--- src/logic/sprc_defs.svh ---
/*
  Constants of the sector protection table controller: opcodes, byte values,
  field positions, table size and self-timed cycle lengths.
  Assumes it is included by bare name wherever these names are used.
*/
`ifndef SPRC_DEFS_SVH
`define SPRC_DEFS_SVH

`define SPRC_OPC_PFX0 8'h3D
`define SPRC_OPC_PFX1 8'h2A
`define SPRC_OPC_PFX2 8'h7F
`define SPRC_OPC_ERASE 8'hCF
`define SPRC_OPC_PROG 8'hFC
`define SPRC_OPC_READ 8'h32
`define SPRC_OPC_STATUS 8'hD7
`define SPRC_BYTE_ERASED 8'hFF
`define SPRC_UNDEF_BYTE 8'hFF
`define SPRC_MAP_RESET 64'h0000000000000000
`define SPRC_TABLE_BYTES 8
`define SPRC_DUMMY_LAST 2'h2
`define SPRC_SEC0A_HI 7
`define SPRC_SEC0A_LO 6
`define SPRC_SEC0B_HI 5
`define SPRC_SEC0B_LO 4
`define SPRC_SEC0A_LAST_PAGE 7'h07
`define SPRC_STAT_READY_BIT 7
`define SPRC_STAT_PROT_BIT 0
`define SPRC_CLK_MHZ 25
`define SPRC_T_ERASE_US 4000
`define SPRC_T_PROG_US 3000
`define SPRC_ERASE_CYC (`SPRC_T_ERASE_US * `SPRC_CLK_MHZ)
`define SPRC_PROG_CYC (`SPRC_T_PROG_US * `SPRC_CLK_MHZ)

`endif

--- src/logic/sprc_pkg.sv ---
/*
  Types shared by the sector protection table controller and its link.
  Assumes nothing beyond a SystemVerilog compiler.
*/
package sprc_pkg;

  // Command sequencer states.
  typedef enum logic [3:0] {
    SPRC_IDLE = 4'h0,
    SPRC_OPC = 4'h1,
    SPRC_PFX1 = 4'h2,
    SPRC_PFX2 = 4'h3,
    SPRC_SUB = 4'h4,
    SPRC_ARM_ERASE = 4'h5,
    SPRC_PDATA = 4'h6,
    SPRC_RDUMMY = 4'h7,
    SPRC_RDATA = 4'h8,
    SPRC_STAT = 4'h9,
    SPRC_IGNORE = 4'hA
  } sprc_state_e;

  // Events of one frame as seen from the system clock.
  typedef struct packed {
    logic start;
    logic stop;
    logic valid;
    logic [7:0] data;
  } sprc_rx_s;

endpackage : sprc_pkg

--- src/logic/sprc_ctl.sv ---
/*
  Sector protection table controller: decodes erase, program, read and status
  commands from the serial link, runs the self-timed table cycles, holds the
  eight-byte table and answers protection queries from the main array logic.
  Assumes a host that frames each command with select and a link clock no
  faster than a quarter of sys_clk; prot_enable and main_* are on sys_clk.
*/
`timescale 1ns/1ps
`default_nettype none

`include "sprc_defs.svh"

module sprc_ctl
  import sprc_pkg::*;
#(
  parameter int ERASE_CYC = `SPRC_ERASE_CYC, // Erase cycle length in sys_clk cycles.
  parameter int PROG_CYC = `SPRC_PROG_CYC // Program cycle length in sys_clk cycles.
)(
  input wire logic sys_clk,
  input wire logic rst_n,
  input wire logic spi_sck,
  input wire logic spi_cs_n,
  input wire logic spi_si,
  output logic spi_so,
  output logic spi_so_oe_n,
  input wire logic wp_n,
  input wire logic prot_enable,
  input wire logic [2:0] main_sector,
  input wire logic [6:0] main_page,
  output logic main_reject,
  output logic busy,
  output logic buf_wr_en,
  output logic [8:0] buf_wr_addr,
  output logic [7:0] buf_wr_data,
  output logic [63:0] sector_protect_map
);

  // The counter is sized for the longer of the two cycles.
  localparam int CW = $clog2((ERASE_CYC > PROG_CYC ? ERASE_CYC : PROG_CYC) + 1);

  // Zero-length cycles would wrap the counter and hold busy for a full wrap, so they are refused.
  if (ERASE_CYC < 1 || PROG_CYC < 1) begin : g_bad_cycles
    $error("sprc_ctl: cycle counts must be at least one");
  end

  // True when the table byte marks its sector, or sub-sector, protected.
  function automatic logic byte_protects(input logic [7:0] b, input logic [2:0] sec,
                                         input logic [6:0] page);
    if (sec != 3'h0) begin
      byte_protects = (b == `SPRC_BYTE_ERASED);
    end else if (page <= `SPRC_SEC0A_LAST_PAGE) begin
      byte_protects = &b[`SPRC_SEC0A_HI:`SPRC_SEC0A_LO];
    end else begin
      byte_protects = &b[`SPRC_SEC0B_HI:`SPRC_SEC0B_LO];
    end
  endfunction : byte_protects

  sprc_rx_s rx; // Frame events from the link.
  logic [7:0] tx_byte; // Next reply byte offered to the link.
  logic link_so; // Serial data from the link shifter.

  // Link logic runs on sys_clk and samples the pins through synchronisers.
  // The link must run below a quarter of sys_clk for the edges to be seen.
  sprc_link u_link (
    .sys_clk(sys_clk),
    .rst_n(rst_n),
    .sck(spi_sck),
    .cs_n(spi_cs_n),
    .si(spi_si),
    .tx_byte(tx_byte),
    .rx(rx),
    .so(link_so)
  );

  // The table lives in flip-flops and returns to all-open on reset, which
  // stands in for the delivered state; a real part would keep it across power.
  logic [1:0] wp_sync_ff, nxt_wp_sync; // Write-protect pin synchroniser.
  sprc_state_e state_ff, nxt_state; // Command sequencer state.
  logic [3:0] idx_ff, nxt_idx; // Table byte index for program and read.
  logic [1:0] dummy_ff, nxt_dummy; // Dummy byte count for a read.
  logic [7:0] tx_ff, nxt_tx; // Reply byte for the next byte slot.
  logic oe_ff, nxt_oe; // Serial output driven.
  logic [7:0] stage_ff [`SPRC_TABLE_BYTES]; // Program data held until the cycle.
  logic [7:0] nxt_stage [`SPRC_TABLE_BYTES];
  logic bwe_ff, nxt_bwe; // Buffer write strobe.
  logic [8:0] bwa_ff, nxt_bwa; // Buffer write address.
  logic [7:0] bwd_ff, nxt_bwd; // Buffer write data.
  logic start_erase, start_prog; // One-cycle cycle launches at frame end.
  logic busy_ff, nxt_busy; // Self-timed cycle running.
  logic is_erase_ff, nxt_is_erase; // Running cycle is an erase.
  logic [CW-1:0] cnt_ff, nxt_cnt; // Cycles left in the running cycle.
  logic [7:0] table_ff [`SPRC_TABLE_BYTES]; // The protection table itself.
  logic [7:0] nxt_table [`SPRC_TABLE_BYTES];
  logic wp_act; // Write protect asserted.
  logic [7:0] status_byte; // Status reply.

  // Write protect is active low on the pin and active high inside.
  assign wp_act = ~wp_sync_ff[1];
  assign status_byte = {~busy_ff, 6'h00, prot_enable};
  assign tx_byte = tx_ff;
  assign spi_so = link_so;
  assign spi_so_oe_n = ~oe_ff;
  assign busy = busy_ff;
  assign buf_wr_en = bwe_ff;
  assign buf_wr_addr = bwa_ff;
  assign buf_wr_data = bwd_ff;

  // The map output lists sector zero in the low byte.
  // Sectors one to seven use the whole byte; sector zero splits in pairs.
  genvar gi;
  generate
    for (gi = 0; gi < `SPRC_TABLE_BYTES; gi++) begin : g_map
      assign sector_protect_map[gi*8 +: 8] = table_ff[gi];
    end
  endgenerate

  // Erased table with protection on blocks every main write or erase.
  // It is combinational so the main array sees a change the edge it lands.
  always_comb begin
    main_reject = prot_enable & byte_protects(table_ff[main_sector], main_sector,
                                              main_page);
  end

  // A frame is decoded byte by byte; select rising always returns to idle,
  // so a cut frame never leaves a half-decoded command behind. Write protect
  // is sampled once, at the subcode byte; a pin change later in the frame
  // does not stop the cycle that the frame arms.
  // Command sequencer: decodes bytes and prepares replies.
  always_comb begin
    nxt_wp_sync = {wp_sync_ff[0], wp_n};
    nxt_state = state_ff;
    nxt_idx = idx_ff;
    nxt_dummy = dummy_ff;
    nxt_tx = tx_ff;
    nxt_oe = oe_ff;
    nxt_stage = stage_ff;
    nxt_bwe = 1'b0;
    nxt_bwa = bwa_ff;
    nxt_bwd = bwd_ff;
    start_erase = 1'b0;
    start_prog = 1'b0;
    if (rx.stop) begin
      // Select high ends every command; an armed one launches its cycle.
      if (state_ff == SPRC_ARM_ERASE) begin
        start_erase = 1'b1;
      end
      if (state_ff == SPRC_PDATA) begin
        start_prog = 1'b1;
      end
      nxt_state = SPRC_IDLE;
      nxt_oe = 1'b0;
    end else if (rx.start) begin
      nxt_state = SPRC_OPC;
    end else if (rx.valid) begin
      unique case (state_ff)
        SPRC_IDLE: begin
          nxt_state = SPRC_IGNORE;
        end
        SPRC_OPC: begin
          if (rx.data == `SPRC_OPC_STATUS) begin
            // Status stays available during a cycle so the host can poll.
            nxt_state = SPRC_STAT;
            nxt_tx = status_byte;
            nxt_oe = 1'b1;
          end else if (busy_ff) begin
            nxt_state = SPRC_IGNORE;
          end else if (rx.data == `SPRC_OPC_PFX0) begin
            nxt_state = SPRC_PFX1;
          end else if (rx.data == `SPRC_OPC_READ) begin
            nxt_state = SPRC_RDUMMY;
            nxt_dummy = 2'h0;
          end else begin
            nxt_state = SPRC_IGNORE;
          end
        end
        SPRC_PFX1: begin
          nxt_state = (rx.data == `SPRC_OPC_PFX1) ? SPRC_PFX2 : SPRC_IGNORE;
        end
        SPRC_PFX2: begin
          nxt_state = (rx.data == `SPRC_OPC_PFX2) ? SPRC_SUB : SPRC_IGNORE;
        end
        SPRC_SUB: begin
          // prot_enable is not consulted here at all.
          if (wp_act) begin
            nxt_state = SPRC_IGNORE;
          end else if (rx.data == `SPRC_OPC_ERASE) begin
            nxt_state = SPRC_ARM_ERASE;
          end else if (rx.data == `SPRC_OPC_PROG) begin
            nxt_state = SPRC_PDATA;
            nxt_idx = 4'h0;
          end else begin
            nxt_state = SPRC_IGNORE;
          end
        end
        SPRC_ARM_ERASE: begin
          // Extra bytes after the erase opcode are not an error here.
          nxt_state = SPRC_ARM_ERASE;
        end
        SPRC_PDATA: begin
          // Each byte goes to the buffer and the staging copy, sector order.
          nxt_stage[idx_ff[2:0]] = rx.data;
          nxt_bwe = 1'b1;
          nxt_bwa = {6'h00, idx_ff[2:0]};
          nxt_bwd = rx.data;
          nxt_idx = {1'b0, idx_ff[2:0] + 3'h1};
        end
        SPRC_RDUMMY: begin
          nxt_dummy = dummy_ff + 2'h1;
          if (dummy_ff == `SPRC_DUMMY_LAST) begin
            nxt_state = SPRC_RDATA;
            nxt_idx = 4'h0;
            nxt_tx = table_ff[0];
            nxt_oe = 1'b1;
          end
        end
        SPRC_RDATA: begin
          // The index stops at eight; past it the reply is filler.
          if (idx_ff < 4'(`SPRC_TABLE_BYTES)) begin
            nxt_idx = idx_ff + 4'h1;
          end
          if (idx_ff < 4'(`SPRC_TABLE_BYTES - 1)) begin
            nxt_tx = table_ff[idx_ff[2:0] + 3'h1];
          end else begin
            nxt_tx = `SPRC_UNDEF_BYTE;
          end
        end
        SPRC_STAT: begin
          nxt_tx = status_byte;
        end
        SPRC_IGNORE: begin
          nxt_state = SPRC_IGNORE;
        end
      endcase
    end
  end

  // The staging copy keeps the last program data, so bytes a short frame
  // did not send reuse old values, which is why the host sends all eight.
  // Registers of the sequencer.
  always_ff @(posedge sys_clk) begin
    if (!rst_n) begin
      wp_sync_ff <= 2'h3;
      state_ff <= SPRC_IDLE;
      idx_ff <= 4'h0;
      dummy_ff <= 2'h0;
      tx_ff <= 8'h00;
      oe_ff <= 1'b0;
      for (int i = 0; i < `SPRC_TABLE_BYTES; i++) begin
        stage_ff[i] <= 8'h00;
      end
      bwe_ff <= 1'b0;
      bwa_ff <= 9'h000;
      bwd_ff <= 8'h00;
    end else begin
      wp_sync_ff <= nxt_wp_sync;
      state_ff <= nxt_state;
      idx_ff <= nxt_idx;
      dummy_ff <= nxt_dummy;
      tx_ff <= nxt_tx;
      oe_ff <= nxt_oe;
      stage_ff <= nxt_stage;
      bwe_ff <= nxt_bwe;
      bwa_ff <= nxt_bwa;
      bwd_ff <= nxt_bwd;
    end
  end

  // A reset during a cycle abandons it and the table shows the reset value;
  // the host must then repeat the erase or program.
  // Self-timed cycle: counts down and updates the table at the end.
  always_comb begin
    nxt_busy = busy_ff;
    nxt_is_erase = is_erase_ff;
    nxt_cnt = cnt_ff;
    nxt_table = table_ff;
    if (start_erase) begin
      nxt_busy = 1'b1;
      nxt_is_erase = 1'b1;
      nxt_cnt = CW'(ERASE_CYC);
    end else if (start_prog) begin
      nxt_busy = 1'b1;
      nxt_is_erase = 1'b0;
      nxt_cnt = CW'(PROG_CYC);
    end else if (busy_ff) begin
      nxt_cnt = cnt_ff - CW'(1);
      if (cnt_ff == CW'(1)) begin
        nxt_busy = 1'b0;
        for (int i = 0; i < `SPRC_TABLE_BYTES; i++) begin
          // The new values appear in the same edge that busy drops.
          nxt_table[i] = is_erase_ff ? `SPRC_BYTE_ERASED : stage_ff[i];
        end
      end
    end
  end

  // Registers of the cycle timer and the table.
  always_ff @(posedge sys_clk) begin
    if (!rst_n) begin
      busy_ff <= 1'b0;
      is_erase_ff <= 1'b0;
      cnt_ff <= '0;
      for (int i = 0; i < `SPRC_TABLE_BYTES; i++) begin
        table_ff[i] <= 8'(`SPRC_MAP_RESET >> (i * 8));
      end
    end else begin
      busy_ff <= nxt_busy;
      is_erase_ff <= nxt_is_erase;
      cnt_ff <= nxt_cnt;
      table_ff <= nxt_table;
    end
  end

endmodule : sprc_ctl

`default_nettype wire

--- src/logic/sprc_link.sv ---
/*
  Serial link of the protection table controller: synchronises the pins,
  finds clock edges, assembles received bytes and shifts out reply bytes.
  Assumes mode 0 framing and a link clock well below a quarter of sys_clk.
*/
`timescale 1ns/1ps
`default_nettype none

module sprc_link
  import sprc_pkg::*;
(
  input wire logic sys_clk,
  input wire logic rst_n,
  input wire logic sck,
  input wire logic cs_n,
  input wire logic si,
  input wire logic [7:0] tx_byte,
  output sprc_rx_s rx,
  output logic so
);

  logic [1:0] sck_sync_ff, nxt_sck_sync; // Two-stage synchroniser for the clock.
  logic [1:0] cs_sync_ff, nxt_cs_sync; // Two-stage synchroniser for select.
  logic [1:0] si_sync_ff, nxt_si_sync; // Two-stage synchroniser for data in.
  logic sck_d_ff, nxt_sck_d; // Last synchronised clock, for edge finding.
  logic cs_d_ff, nxt_cs_d; // Last synchronised select, for edge finding.
  logic [2:0] bit_ff, nxt_bit; // Bit position within the current byte.
  logic [7:0] sr_ff, nxt_sr; // Receive shift register.
  logic [7:0] tx_ff, nxt_tx; // Transmit shift register.
  sprc_rx_s rx_ff, nxt_rx; // Registered frame events.
  logic sck_rise, sck_fall, cs_act;

  // Only the second synchroniser stage and the delayed copy feed logic.
  assign sck_rise = sck_sync_ff[1] & ~sck_d_ff;
  assign sck_fall = ~sck_sync_ff[1] & sck_d_ff;
  assign cs_act = ~cs_sync_ff[1];
  assign rx = rx_ff;
  assign so = tx_ff[7];

  // Next-state logic for synchronisers, shifter and events.
  always_comb begin
    nxt_sck_sync = {sck_sync_ff[0], sck};
    nxt_cs_sync = {cs_sync_ff[0], cs_n};
    nxt_si_sync = {si_sync_ff[0], si};
    nxt_sck_d = sck_sync_ff[1];
    nxt_cs_d = cs_sync_ff[1];
    nxt_bit = bit_ff;
    nxt_sr = sr_ff;
    nxt_tx = tx_ff;
    nxt_rx = '0;
    nxt_rx.data = rx_ff.data;
    nxt_rx.start = cs_act & cs_d_ff;
    nxt_rx.stop = ~cs_act & ~cs_d_ff;
    if (!cs_act) begin
      // Outside a frame the bit counter rests at the byte boundary.
      nxt_bit = 3'h0;
    end else if (sck_rise) begin
      nxt_sr = {sr_ff[6:0], si_sync_ff[1]};
      nxt_bit = bit_ff + 3'h1;
      if (bit_ff == 3'h7) begin
        nxt_rx.valid = 1'b1;
        nxt_rx.data = {sr_ff[6:0], si_sync_ff[1]};
      end
    end else if (sck_fall) begin
      // A fall at the boundary loads the next reply byte, else shift.
      nxt_tx = (bit_ff == 3'h0) ? tx_byte : {tx_ff[6:0], 1'b0};
    end
  end

  // Registers of the link.
  always_ff @(posedge sys_clk) begin
    if (!rst_n) begin
      sck_sync_ff <= 2'h0;
      cs_sync_ff <= 2'h3;
      si_sync_ff <= 2'h0;
      sck_d_ff <= 1'b0;
      cs_d_ff <= 1'b1;
      bit_ff <= 3'h0;
      sr_ff <= 8'h00;
      tx_ff <= 8'h00;
      rx_ff <= '0;
    end else begin
      sck_sync_ff <= nxt_sck_sync;
      cs_sync_ff <= nxt_cs_sync;
      si_sync_ff <= nxt_si_sync;
      sck_d_ff <= nxt_sck_d;
      cs_d_ff <= nxt_cs_d;
      bit_ff <= nxt_bit;
      sr_ff <= nxt_sr;
      tx_ff <= nxt_tx;
      rx_ff <= nxt_rx;
    end
  end

endmodule : sprc_link

`default_nettype wire

--- config.mk ---
export PLATFORM = sky130hd
export DESIGN_NAME = sprc_ctl
export DESIGN_NICKNAME = d
export VERILOG_FILES = /design/src/logic/sprc_pkg.sv /design/src/logic/sprc_ctl.sv /design/src/logic/sprc_link.sv
export VERILOG_INCLUDE_DIRS = /design/src /design/src/logic
export SDC_FILE = /design/constraint.sdc
export NUM_CORES = 1
export LEC_CHECK = 0
export BUFFER_PORTS_ARGS = -buffer_cell sky130_fd_sc_hd__buf_2
export CORE_ASPECT_RATIO = 0.5
export CORE_UTILIZATION = 47
export CTS_BUF_LIST = sky130_fd_sc_hd__clkbuf_8
export DETAILED_ROUTE_END_ITERATION = 12
export GPL_TIMING_DRIVEN = 0
export PLACE_DENSITY = 0.71
export SETUP_SLACK_MARGIN = 0.1
export SKIP_CTS_REPAIR_TIMING = 1
export SLEW_MARGIN = 20
export SYNTH_ARGS = -nofsm -noshare
export SYNTH_HDL_FRONTEND = slang
export SYNTH_SLANG_ARGS = --single-unit
--- constraint.sdc ---
create_clock -name sys_clk -period 5.8 [get_ports sys_clk]
set_input_delay 0.29 -clock sys_clk [delete_from_list [all_inputs] [get_ports sys_clk]]
set_output_delay 0.29 -clock sys_clk [all_outputs]
set_load 0.02 [all_outputs]
# After elaboration in Yosys (flattened, before gate mapping)
# Cells that the tools add are included.
[word_totals]
ff_bits = 217
latchBits = 0
mem_bits_rw = 0
mem_bits_ro = 0
inputBits = 17
output_inout_bits = 86
wordCells = 207
n_memories = 0
[op_classes]
addsub = 5
multipliers = 0
div_mod_pow = 0
magnitude_cmp = 7
eq_ne = 32
n_shift = 0
muxes = 65
bitwise_logic = 21
reduce_logical = 34
[ops]
columns = ["op", "n"]
rows = [
  ["$mux W8", 17],
  ["$bwmux W64", 1],
  ["$mux W4", 15],
  ["$mux W17", 3],
  ["$bmux W8 S3", 2],
  ["$eq A8 B8 Y1 const B", 4],
  ["$pmux W8 S4", 1],
  ["$pmux W4 S7", 1],
  ["$demux W8 S3", 1],
  ["$eq A8 B6 Y1 const B", 3],
  ["$ne A2 B2 Y1 const B", 10],
  ["$eq A17 B1 Y1 const B", 1],
  ["$sub A17 B1 Y17 const B", 1],
  ["$eq A4 B3 Y1 const B", 4],
  ["$mux W1", 16],
  ["$pmux W4 S4", 1],
  ["$not A1 Y1", 13],
  ["$eq A4 B4 Y1 const B", 3],
  ["$ge A4 B4 Y1 const B", 3],
  ["$not A3 Y4", 3],
  ["$reduce_and A3 Y1", 4],
  ["$mux W9", 1],
  ["$reduce_and A9 Y1", 1],
  ["$reduce_or A3 Y1", 3],
  ["32 further kinds", 52],
]

# Longest topological paths before layout
# Gate-level depths: netlist of the first run.
[logic_depth]
word_depth = 8
mapped_depth = 8

# By module
# From an unflattened synthesis of the first run, not the netlist that was laid out.
[hier_totals]
hier_cells = 1072
hier_area_um2 = 9979.6
[modules_own_cells]
columns = ["mod", "instances", "cells_per_inst", "area_each_um2", "seq_area_each_um2"]
rows = [
  ["sprc_ctl", 1, 928, 8562.0, 3603.5],
  ["sprc_link", 1, 144, 1417.6, 740.7],
]

# Worst setup path after synthesis of the first run
# OpenSTA, ideal clock, no wires.
[synth_timing]
path_kind = "reg2out"
start = "register table_ff, in the netlist sector_protect_map[46]"
end = "output main_reject"
t_arrival_ns = 1.984
slack_ns = 3.526
path_stages_with_launch = 6
path_cell_list = "dfxtp_1 > nand4_1 > or4b_2 > o311ai_0 > o311ai_0 > a21boi_0"
[synth_between]
elab_chain_cells = 7
elab_cells_between_ends = 8
[synth_lines]
columns = ["item", "line_no", "text"]
rows = [
  ["start: declaration", "sprc_ctl.sv:92", "logic [7:0] table_ff [`SPRC_TABLE_BYTES];"],
  ["start signal: indexed assignment", "sprc_ctl.sv:303", "table_ff[i] <= 8'(`SPRC_MAP_RESET >> (i * 8));"],
  ["start signal: assignment", "sprc_ctl.sv:309", "table_ff <= nxt_table;"],
  ["$bmux W8 S3 *", "sprc_ctl.sv:120", "main_reject = prot_enable & byte_protects(table_ff[main_sector], main_sector,"],
  ["$mux W8 (implied by the code) * (2 in series)", "sprc_ctl.sv:120", ""],
  ["$reduce_and A2 Y1", "sprc_ctl.sv:52", "byte_protects = &b[`SPRC_SEC0A_HI:`SPRC_SEC0A_LO];"],
  ["$mux W1", "sprc_ctl.sv:51", "end else if (page <= `SPRC_SEC0A_LAST_PAGE) begin"],
  ["$mux W1 *", "sprc_ctl.sv:49", "if (sec != 3'h0) begin"],
  ["$and A1 B1 Y1 *", "sprc_ctl.sv:120", ""],
  ["end: declaration", "sprc_ctl.sv:30", "output logic main_reject,"],
]
# Every way passes the cells marked *; elsewhere a longest branch is shown, timed or not. The select of a mux whose other input is x is not followed.

# Final worst setup path of the first run
[layout_timing]
start = "register table_ff, in the netlist sector_protect_map[43]"
end = "output main_reject"
[layout_between]
elab_chain_cells = 6
[layout_lines]
columns = ["item", "line_no"]
rows = [
  ["$bmux W8 S3", "sprc_ctl.sv:120"],
  ["$mux W8 (implied by the code) (2 in series)", "sprc_ctl.sv:120"],
  ["$eq A8 B8 Y1 (no source line)", "-"],
  ["$mux W1", "sprc_ctl.sv:49"],
  ["$and A1 B1 Y1", "sprc_ctl.sv:120"],
]
# Every way passes these cells. The select of a mux whose other input is x is not followed.

==> run_results.csv, run 1 <==
group,metric,value,unit
power_and_ir_drop,pwr_density_cell,246,nW/um^2
yosys,mappedNetlistArea,10100,sq um
yosys,mean_cell_area_of_the_mapped_netlist,8.76,sq um
route,drc,0,
worst_setup_path,worstSetupPathType,"reg2out",
yosys,synthDominantAreaCellType,"dfxtp_1",
power_and_ir_drop,p_leak,4.21,nW
power_and_ir_drop,power_frac_clock,45.0,%
worst_setup_path,cpPeakStageDelay,0.63,ns
yosys,warnings_synthesis,0,
die,ios,103,
yosys,leading_register_cell_type_out_of_synthesis,"dfxtp_1",
clock_tree,clock_sinks,217,
worst_setup_path,crit_required,5.51,ns
timing,hold_violation_total_from_the_final_report,0,
clock_tree,clockBufferDepth,3,
worst_setup_path,timing.critical_path.mode_cell,"o311ai_0",
cells_and_area,final.fill_count,1924,
yosys,async_reset_ff_share,0,%
route,detail_route.iter0.violations,947,
cells_and_area,layout_commonest_cell,"dfxtp_1",
timing,clock.fmax,337,MHz
clock_tree,cts_buffers,34,
placement,placedInstanceArea,10900,sq um
route,post_drt_wl_per_cell,19.1,um
placement,port-buffer-count,93,
timing,final.setup_skew,0.0353,ns
power_and_ir_drop,net-switching-power,0.000678,W
yosys,synth-seq-cells,217,
cells_and_area,insertedDiodeCount,0,
timing,finalWorstPathRequiredPeriod,2.97,ns
grt,global_route_congestion_overflow_total,0,
die,floorplan.rows,37,
placement,post-dp-hpwl,22000,um
worst_setup_path,worst-path-max-fanout,4,
die,initial_utilization,48.4,%
die,die_area,22000,sq um
yosys,synth.top_cell.area_share,43.2,%
grt,via_count_of_the_first_global_routing_pass,8501,
route,drtPass1Iterations,6,
worst_setup_path,timing.critical_path.to_type,"output pin",
power_and_ir_drop,post-layout-total-power,0.00285,W
cells_and_area,final_layout_size_suffix_gt1_share,21.5,%
grt,global_route.usage.total,27.3,%
worst_setup_path,worst-endpoint-arrival,2.68,ns
clock_tree,worstSkewPairLatency,0.53,ns
grt,grt_antenna_before_repair,1,
cells_and_area,final_cell_mix,"dfxtp_1, nor2_1, nand2_1",
route,via_per_inst,5.75,
yosys,synth_enable_flop_cells,0,
timing,rsz_0062_raised_after_global_routing,"false",
cells_and_area,flow.area_growth_from_synthesis,15.1,%
worst_setup_path,critical-path-slowest-cell,"or4b_2",
clock_tree,tritoncts,"done",
cells_and_area,nets,1309,
timing,final.period_utilization,51.1,%
clock_tree,clkTransAtPathRegs,0.07,ns
power_and_ir_drop,irDropWorstVdd,0.118,mV
timing,number_of_pins_with_negative_max_slew_slack_in_the_final_report,0,
route,wirelength,30200,um
route,vias,9090,
yosys,synthDistinctLibCells,73,
power_and_ir_drop,swShare,23.8,%
power_and_ir_drop,combinationalPowerShare,2.5,%
yosys,post_synth_inst_count,1148,
yosys,netlist_top_cells_area,"dfxtp_1, nor2_1, a211oi_2",
power_and_ir_drop,seq_power_share,52.5,%
job,timing.max_cap.violations,0,
grt,grt_start_max_net_pins,11,
timing,worst-slew-pin-transition,0.906,ns
worst_hold_path,min_path_type,"in2reg",
cells_and_area,final_design_area_excluding_fillers,11600,sq um
worst_setup_path,crit_path_start_kind,"flop",
die,height_of_the_die,105,um
die,die_x,209,um
placement,gp_congestion,0.978,
timing,number_of_failing_setup_endpoints_in_the_final_timing_report,0,
status,run_status,"finished clean",
power_and_ir_drop,internal_power,0.00217,W
worst_setup_path,crit_path_cell_trace,"nand4_1, or4b_2, o311ai_0, o311ai_0, a21boi_0, buf_2",
route,postRouteAntennaNets,0,
timing,final.setup.tns,0,ns
yosys,yosysSeqAreaShare,43.2,%
die,core-area,20800,sq um
clock_tree,clock_tree.root_cell,"clkbuf_8",
clock_tree,cts-htree-levels,2,
grt,grt_first_pass_wirelength,47100,um
timing,timing.slew.headroom,38.9,%
cells by family (layout without fill, tap and decap cells):
| kind of cell | count (synthesis) | after routing | share of synthesized area (%) |
|---|---|---|---|
| other | 1 | 6 | 0.0373 |
| adder cells (fa/ha/maj) | 7 | 7 | 0.870 |
| AO/OA/AOI/OAI | 209 | 209 | 16.2 |
| buffers and inverters | 116 | 272 | 5.60 |
| AND/OR/NAND/NOR | 522 | 522 | 24.8 |
| multiplexers | 57 | 57 | 7.67 |
| XOR/XNOR | 19 | 19 | 1.65 |
| flip-flops | 217 | 217 | 43.2 |
sequential cells by signal (all words and copies together) (netlist names):
signal	flops
idx_ff	4
oe_ff	1
u_link.sck_sync_ff	2
u_link.rx	11
u_link.cs_d_ff	1
busy	1
u_link.cs_sync_ff	2
buf_wr_en	1
buf_wr_data	8
sector_protect_map	64
tx_byte	8
buf_wr_addr	3
state_ff	4
u_link.sr_ff	7
cnt_ff	17
stage_ff	64
u_link.sck_d_ff	1
wp_sync_ff	2
u_link.bit_ff	3
dummy_ff	2
u_link.tx_ff	8
u_link.si_sync_ff	2
is_erase_ff	1
power by group through the flow:
stage	clock network, W	registers (W)	logic [W]
2_1_floorplan	0	0.00153	0.0000429
3_3_place_gp	0	0.00153	0.0000667
3_5_place_dp	0	0.00153	0.0000678
4_1_cts	0.00129	0.00150	0.0000680
5_1_grt	0.00136	0.00150	0.0000755
6_report	0.00128	0.00150	0.0000704
final cells by class:
class	instances	area (sq um)	share of cell area, %
Multi-Input combinational cell	820	5170	44.7
Buffer	99	499	4.31
Sequential cell	217	4340	37.5
Inverter	17	63.8	0.551
Tap cell	273	342	2.95
Clock buffer	42	578	4.99
Timing Repair Buffer	96	495	4.28
Clock inverter	18	85.1	0.735
cells in the mapped netlist, types with 8 or more instances:
cell and count:
a211oi_2 56, o21ai_0 9, nor2_1 199, a21oi_1 90, nand3_1 38, nor4_1 8, buf_2 17, clkbuf_1 58
nand4_1 18, mux4_2 16, dfxtp_1 217, mux2i_1 40, buf_4 14, xnor2_1 12, nor3_1 24, nand2_1 153
nand2b_1 13, inv_1 16, a211oi_1 19
per-stage QoR:
step	setup slack (ns)	cells	utilization [%]	hold WS, ns
3_5_place_dp	3.05	1519	52.4	0.399
6_report	2.83	1582	55.7	0.00426
5_1_grt	2.72	1582	55.7	0.0141
3_3_place_gp	3.11	1519	52.4	0.398
2_1_floorplan	3.53	1153	-	0.386
4_1_cts	2.83	1579	55.6	-0.0208
critical path, delay by kind of cell, from the launching register on:
family	cells	cell delay (ns)
flops	1	0.47
buf+inv	1	0.19
compound gates	3	0.76
simple gates	2	0.73
path summary, 6_finish.rpt:
| check | start | endpoint | slack (ns) | cells after the start |
|---|---|---|---|---|
| max | sector_protect_map[43] | main_reject | 2.83 | 6 |
| min | spi_si | u_link.si_sync_ff[0] | 0.004 | 2 |
| max reg2reg | idx_ff[1] | tx_byte[5] | 2.93 | 8 |
| min reg2reg | u_link.cs_d_ff | u_link.rx[10] | 0.41 | 2 |
metal layers:
metal / routed length [um] / global-route usage, %
met4: 755 / 8.25
met5: 12 / 0
met1: 13800 / 38.8
met2: 13000 / 41.2
met3: 2680 / 5.93
No activity file was read; power rests on OpenSTA's default activity.
==> run 2: changes to the inputs <==
ABC_AREA = 1   (was default)
clock period = 3.1 ns   (was 5.8 ns; I/O delays follow)
==> run 2 against run 1 <==
Net effect:
- combinational power up 88%
- clock skew down 0.016 ns
- final cell count up 11%
- worst setup slack worse by 2.2 ns
- first-iteration DRC count down 12%
- die area down 4.1%
- critical path depth up 5
- wire length up 3.1%
- count of clock-buffer cells in the layout down 5
- largest power group unchanged
- worst hold slack better by 0.13 ns
- synthesized cell count up 17%
==> run_results.csv, run 2 <==
group,metric,value,unit
status,run_status,"finished clean",
worst_setup_path,crit_path_start_kind,"flop",
clock_tree,clock_sinks,217,
clock_tree,worstSkewPairLatency,0.60,ns
yosys,yosysSeqAreaShare,45.0,%
die,die_area,21100,sq um
timing,final.setup.tns,0,ns
die,core-area,19800,sq um
route,detail_route.iter0.violations,836,
power_and_ir_drop,pwr_density_cell,466,nW/um^2
worst_setup_path,worstRegToRegCells,11,
clock_tree,clkTransAtPathRegs,0.07,ns
route,drc,0,
placement,dp_cells,1705,
cells_and_area,insertedDiodeCount,0,
timing,number_of_failing_setup_endpoints_in_the_final_timing_report,0,
grt,grt_start_max_net_pins,15,
placement,post-dp-hpwl,22600,um
worst_hold_path,holdPathStages,7,
die,height_of_the_die,103,um
timing,rsz_0062_raised_after_global_routing,"false",
worst_hold_path,holdCritStartpoint,"prot_enable",
cells_and_area,multi_input_comb_area,4480,sq um
cells_and_area,final_layout_size_suffix_gt1_share,13.9,%
cells_and_area,final.fill_count,1913,
power_and_ir_drop,combinationalPowerShare,2.6,%
timing,hold_violation_total_from_the_final_report,0,
power_and_ir_drop,p_leak,5.00,nW
power_and_ir_drop,net-switching-power,0.00120,W
die,die_x,205,um
worst_setup_path,worst-endpoint-arrival,2.92,ns
yosys,synthDominantAreaCellType,"dfxtp_1",
yosys,warnings_synthesis,0,
timing,worst-slew-pin-transition,0.848,ns
clock_tree,tritoncts,"done",
worst_hold_path,min_path_type,"in2reg",
worst_setup_path,worst-path-max-fanout,10,
timing,timing.slew.headroom,43.5,%
die,floorplan.rows,36,
yosys,synth.top_cell.area_share,45.0,%
route,wirelength,31200,um
worst_hold_path,whs_endpoint,"tx_byte[0]",
die,initial_utilization,48.8,%
cells_and_area,utilization,56.2,%
grt,via_count_of_the_first_global_routing_pass,8630,
power_and_ir_drop,irDropWorstVdd,0.254,mV
yosys,mappedNetlistArea,9650,sq um
yosys,async_reset_ff_share,0,%
grt,grt_antenna_before_repair,0,
timing,final.period_utilization,78.6,%
clock_tree,clockBufferDepth,3,
worst_setup_path,worstSetupPathType,"reg2reg",
cells_and_area,seqCellArea,4340,sq um
worst_setup_path,r2r_slack,0.66,ns
cells_and_area,layout_commonest_cell,"nand2_1",
worst_setup_path,crit-reg2reg-capture,"tx_byte[6]",
timing,finalWorstPathRequiredPeriod,2.44,ns
clock_tree,cts-htree-levels,1,
yosys,netlist_top_cells_area,"dfxtp_1, nand2_1, a21oi_1",
route,postRouteAntennaNets,0,
route,via_per_inst,5.50,
grt,global_route_congestion_overflow_total,0,
cells_and_area,final_instance_count_without_filler_cells,1761,
route,vias,9684,
cells_and_area,flow.area_growth_from_synthesis,15.3,%
power_and_ir_drop,seq_power_share,54.0,%
yosys,synth_enable_flop_cells,0,
grt,global_route.usage.total,29.1,%
timing,clock.fmax,410,MHz
clock_tree,clock_tree.root_cell,"clkbuf_8",
yosys,synthDistinctLibCells,36,
placement,port-buffer-count,93,
timing,number_of_pins_with_negative_max_slew_slack_in_the_final_report,0,
yosys,synth-seq-cells,217,
cells_and_area,nets,1503,
yosys,synth.cells.most_frequent,"nand2_1, dfxtp_1, nor2_1, a21oi_1, inv_1",
worst_setup_path,timing.critical_path.to_type,"flop",
route,post_drt_wl_per_cell,17.7,um
power_and_ir_drop,swShare,23.2,%
clock_tree,cts_buffers,31,
worst_setup_path,crit_required,3.59,ns
cells_and_area,final_cell_mix,"nand2_1, dfxtp_1, nor2_1",
power_and_ir_drop,power_frac_clock,43.4,%
yosys,mean_cell_area_of_the_mapped_netlist,7.19,sq um
die,ios,103,
worst_setup_path,reg2reg_from,"idx_ff[1]",
yosys,post-synth-top-count-cell,"nand2_1",
timing,final.setup_skew,0.0193,ns
route,drtPass1Iterations,5,
placement,gp_congestion,0.938,
power_and_ir_drop,internal_power,0.00398,W
yosys,post_synth_inst_count,1341,
grt,grt_first_pass_wirelength,47200,um
yosys,leading_register_cell_type_out_of_synthesis,"dfxtp_1",
job,timing.max_cap.violations,0,
[run 2: worst max path at each step]
| stage | start | to | slack [ns] | cells after the start |
|---|---|---|---|---|
| after global routing | idx_ff[1] | tx_byte[6] | 0.56 | 11 |
| after detailed placement | idx_ff[1] | tx_byte[6] | 0.82 | 11 |
| after global placement | idx_ff[1] | tx_byte[6] | 0.83 | 11 |
| after floorplan | idx_ff[1] | tx_byte[0] | 1.37 | 11 |
| after CTS | idx_ff[1] | tx_byte[6] | 0.80 | 11 |
| final | idx_ff[1] | tx_byte[6] | 0.66 | 11 |
[run 2: final cells by class]
| type | count | area share, % |
|---|---|---|
| inverters | 116 | 3.94 |
| flip-flops and latches | 217 | 39.1 |
| well taps | 266 | 2.99 |
| multi-input cells | 942 | 40.3 |
| clock buffers | 37 | 4.58 |
| repair buffers | 100 | 4.81 |
| plain buffers | 71 | 3.61 |
| clock inverters | 12 | 0.697 |
[run 2: through the flow]
stage / hold slack [ns] / instance area (sq um) / total power, W / setup WS, ns
final: 0.130 / 11100 / 0.00518 / 0.663
after global routing: 0.119 / 11100 / 0.00536 / 0.559
after CTS: -0.290 / 11100 / 0.00520 / 0.803
after detailed placement: 0.344 / 10500 / 0.00299 / 0.824
after global placement: 0.340 / 10500 / 0.00298 / 0.828
after floorplan: 0.253 / 9670 / 0.00294 / 1.37
[run 2: cell families after synthesis]
logic type | count (synthesis) | share of synthesized area [%]
other cells | 1 | 0.0389
simple gates | 614 | 28.3
flops | 217 | 45.0
compound gates | 308 | 16.3
xor+xnor | 7 | 0.713
buf+inv | 187 | 8.70
fa+ha+maj | 7 | 0.908
[run 2: power by group through the flow]
stage | clock [W] | sequential, W | combinational, W
after global placement | 0 | 0.00286 | 0.000121
after CTS | 0.00228 | 0.00280 | 0.000123
after detailed placement | 0 | 0.00286 | 0.000122
after floorplan | 0 | 0.00286 | 0.0000747
final | 0.00225 | 0.00280 | 0.000132
after global routing | 0.00242 | 0.00280 | 0.000143
[run 2: per-layer routing]
layer | up-vias | track usage [%] | wire [um]
met5 | - | 0 | 0
met3 | 52 | 5.73 | 2850
met2 | 415 | 45.0 | 13400
met4 | 0 | 7.29 | 609
met1 | 4538 | 41.7 | 14300
li1 | 4679 | - | -
[run 2: critical path, cell delays in order (launching register included)]
cell      delay [ns]
dfxtp_1         0.42
ha_1            0.26
buf_2           0.18
inv_1           0.22
clkbuf_1        0.43
o211ai_1        0.24
nand3_1         0.11
nand3_1         0.18
nand2_1         0.13
nand2_1         0.06
nand2_1         0.06
inv_1           0.04
==> run 3: changes to the inputs <==
ABC_AREA = 0   (was 1)
PLACE_DENSITY = 0.73   (was 0.71)
clock period = 2.1 ns   (was 3.1 ns; I/O delays follow)
==> run 3 against run 2 <==
Net effect:
- the run now ends with setup timing left
- clock power rose by 64%
- clock skew rose by 0.0073 ns
- final cell count down 8.3%
- design area is 16% higher
- sequential share of layout area fell by 4.8 points
- die area increased by 4.2%
- via count shrank 0.66%
- non-clock buffer count increased by 58
- worst setup slack lost 0.96 ns
- critical path depth shrank 6
- critical path type is now reg2out
- highest routed layer unchanged
==> run_results.csv, run 3 (synthesis gave the netlist of run 1 again) <==
group,metric,value,unit
status,run_status,"complete, but fails checks",
status,violations,"setup timing",
cells_and_area,final_design_area_excluding_fillers,12800,sq um
grt,global_route_congestion_overflow_total,0,
route,detail_route.iter0.violations,1140,
cells_and_area,layout_commonest_cell,"dfxtp_1",
power_and_ir_drop,swShare,23.8,%
worst_setup_path,worstSetupPathType,"reg2out",
route,vias,9620,
clock_tree,worstSkewPairLatency,0.61,ns
clock_tree,cts-htree-levels,1,
power_and_ir_drop,seq_power_share,51.3,%
timing,rsz_0062_raised_after_global_routing,"true",
clock_tree,clock_tree.root_cell,"clkbuf_8",
grt,global_route.usage.total,27.8,%
route,drtPass1Iterations,6,
timing,clock.fmax,418,MHz
cells_and_area,multi_input_comb_area,5670,sq um
clock_tree,clkTransAtPathRegs,0.08,ns
timing,layout_setup_ws,-0.293,ns
power_and_ir_drop,combinationalPowerShare,2.7,%
grt,via_count_of_the_first_global_routing_pass,8598,
die,floorplan.rows,37,
timing,final.setup_skew,0.0266,ns
die,height_of_the_die,105,um
placement,gp_congestion,0.936,
grt,grt_start_max_net_pins,17,
worst_setup_path,worst-path-max-fanout,4,
worst_setup_path,crit_required,2.00,ns
power_and_ir_drop,pwr_density_cell,625,nW/um^2
grt,grt_antenna_before_repair,0,
worst_hold_path,holdPathStages,5,
clock_tree,clock_sinks,217,
worst_hold_path,whs_endpoint,"tx_byte[0]",
placement,placedInstanceArea,10900,sq um
route,drc,0,
worst_hold_path,min_path_type,"in2reg",
cells_and_area,insertedDiodeCount,0,
worst_setup_path,worstRegToRegCells,9,
worst_setup_path,critical-path-slowest-cell,"nor4b_1",
cells_and_area,nets,1340,
timing,hold_violation_total_from_the_final_report,0,
power_and_ir_drop,irDropWorstVdd,0.426,mV
power_and_ir_drop,internal_power,0.00612,W
clock_tree,clockBufferDepth,3,
cells_and_area,flow.area_growth_from_synthesis,27.7,%
worst_setup_path,crit_path_start_kind,"flop",
die,initial_utilization,48.4,%
worst_setup_path,crit-reg2reg-capture,"sector_protect_map[16]",
cells_and_area,final_cell_mix,"dfxtp_1, nor2_1, nand2_1",
job,timing.max_cap.violations,0,
timing,number_of_pins_with_negative_max_slew_slack_in_the_final_report,0,
power_and_ir_drop,p_leak,4.73,nW
worst_setup_path,r2r_slack,-0.08,ns
placement,dp_cells,1519,
cells_and_area,seqCellArea,4400,sq um
die,core-area,20800,sq um
worst_hold_path,holdCritStartpoint,"prot_enable",
worst_setup_path,startpoint,"sector_protect_map[38]",
cells_and_area,final.fill_count,1677,
clock_tree,cts_buffers,31,
timing,number_of_failing_setup_endpoints_in_the_final_timing_report,32,
die,ios,103,
route,post_drt_wl_per_cell,21.0,um
timing,timing.slew.headroom,36.2,%
placement,post-dp-hpwl,22400,um
grt,grt_first_pass_wirelength,48100,um
die,die_area,22000,sq um
timing,finalWorstPathRequiredPeriod,2.39,ns
placement,pre_cts_ws,-0.471,ns
worst_setup_path,cpPeakStageDelay,0.57,ns
placement,port-buffer-count,93,
worst_setup_path,crit_path_cell_trace,"nand4_1, nor4b_1, o311ai_4, a21boi_1, buf_4",
worst_setup_path,crit_family,"simple AND/OR/NAND/NOR gates",
clock_tree,tritoncts,"done",
worst_setup_path,reg2reg_from,"cnt_ff[1]",
timing,worst-slew-pin-transition,0.957,ns
power_and_ir_drop,power_frac_clock,46.0,%
cells_and_area,final_instance_count_without_filler_cells,1614,
worst_setup_path,worst-endpoint-arrival,2.29,ns
cells_and_area,final_layout_size_suffix_gt1_share,31.5,%
route,postRouteAntennaNets,0,
timing,final.period_utilization,114,%
worst_setup_path,cp.buffers_inverters,1,
route,wirelength,33800,um
route,via_per_inst,5.96,
die,die_x,209,um
power_and_ir_drop,net-switching-power,0.00191,W
worst_setup_path,timing.critical_path.to_type,"output pin",
-- run 3: layer usage --
layer / wire (um) / track usage, % / vias up
met4: 984 / 7.30 / 0
li1: - / - / 4340
met5: 0 / 0 / -
met3: 3270 / 5.60 / 80
met2: 15200 / 42.1 / 526
met1: 14400 / 40.2 / 4674
-- run 3: final cells by class --
cell class | instances | share of cell area [%]
clock buffer | 43 | 4.61
multi-input combinational | 820 | 44.1
sequential | 217 | 34.3
buffer | 98 | 5.39
clock inverter | 15 | 0.760
tap | 273 | 2.66
timing repair buffer | 131 | 7.67
inverter | 17 | 0.516
-- run 3: stage by stage --
stage / utilization [%] / setup TNS, ns / total power, W / hold slack (ns)
floorplan: - / 0 / 0.00434 / 0.206
global placement: 52.4 / -14.65 / 0.00441 / 0.314
detailed placement: 52.4 / -15.47 / 0.00441 / 0.303
CTS: 55.7 / -18.85 / 0.00800 / -0.309
global route: 61.8 / -2.83 / 0.00824 / 0.163
finish: 61.8 / -1.60 / 0.00802 / 0.0516
-- run 3: tightest hold or removal path, cell delays in order --
cell	delay (ns)
buf_2	0.14
nand2_1	0.05
o21ai_0	0.14
nor4_1	0.05
nor3_1	0.11
-- run 3: how the worst max path moves through the flow --
stage | endpoint | slack [ns] | cells after the start
detailed placement | tx_byte[4] | -0.47 | 8
finish | main_reject | -0.29 | 5
global placement | tx_byte[5] | -0.38 | 8
global route | main_reject | -0.31 | 5
CTS | main_reject | -0.74 | 6
floorplan | main_reject | 0.15 | 5
-- run 3: power groups by stage --
stage	logic [W]	clock network, W	registers [W]
global route	0.000227	0.00390	0.00412
global placement	0.000185	0	0.00422
detailed placement	0.000187	0	0.00422
CTS	0.000188	0.00368	0.00413
floorplan	0.000119	0	0.00422
finish	0.000213	0.00369	0.00412
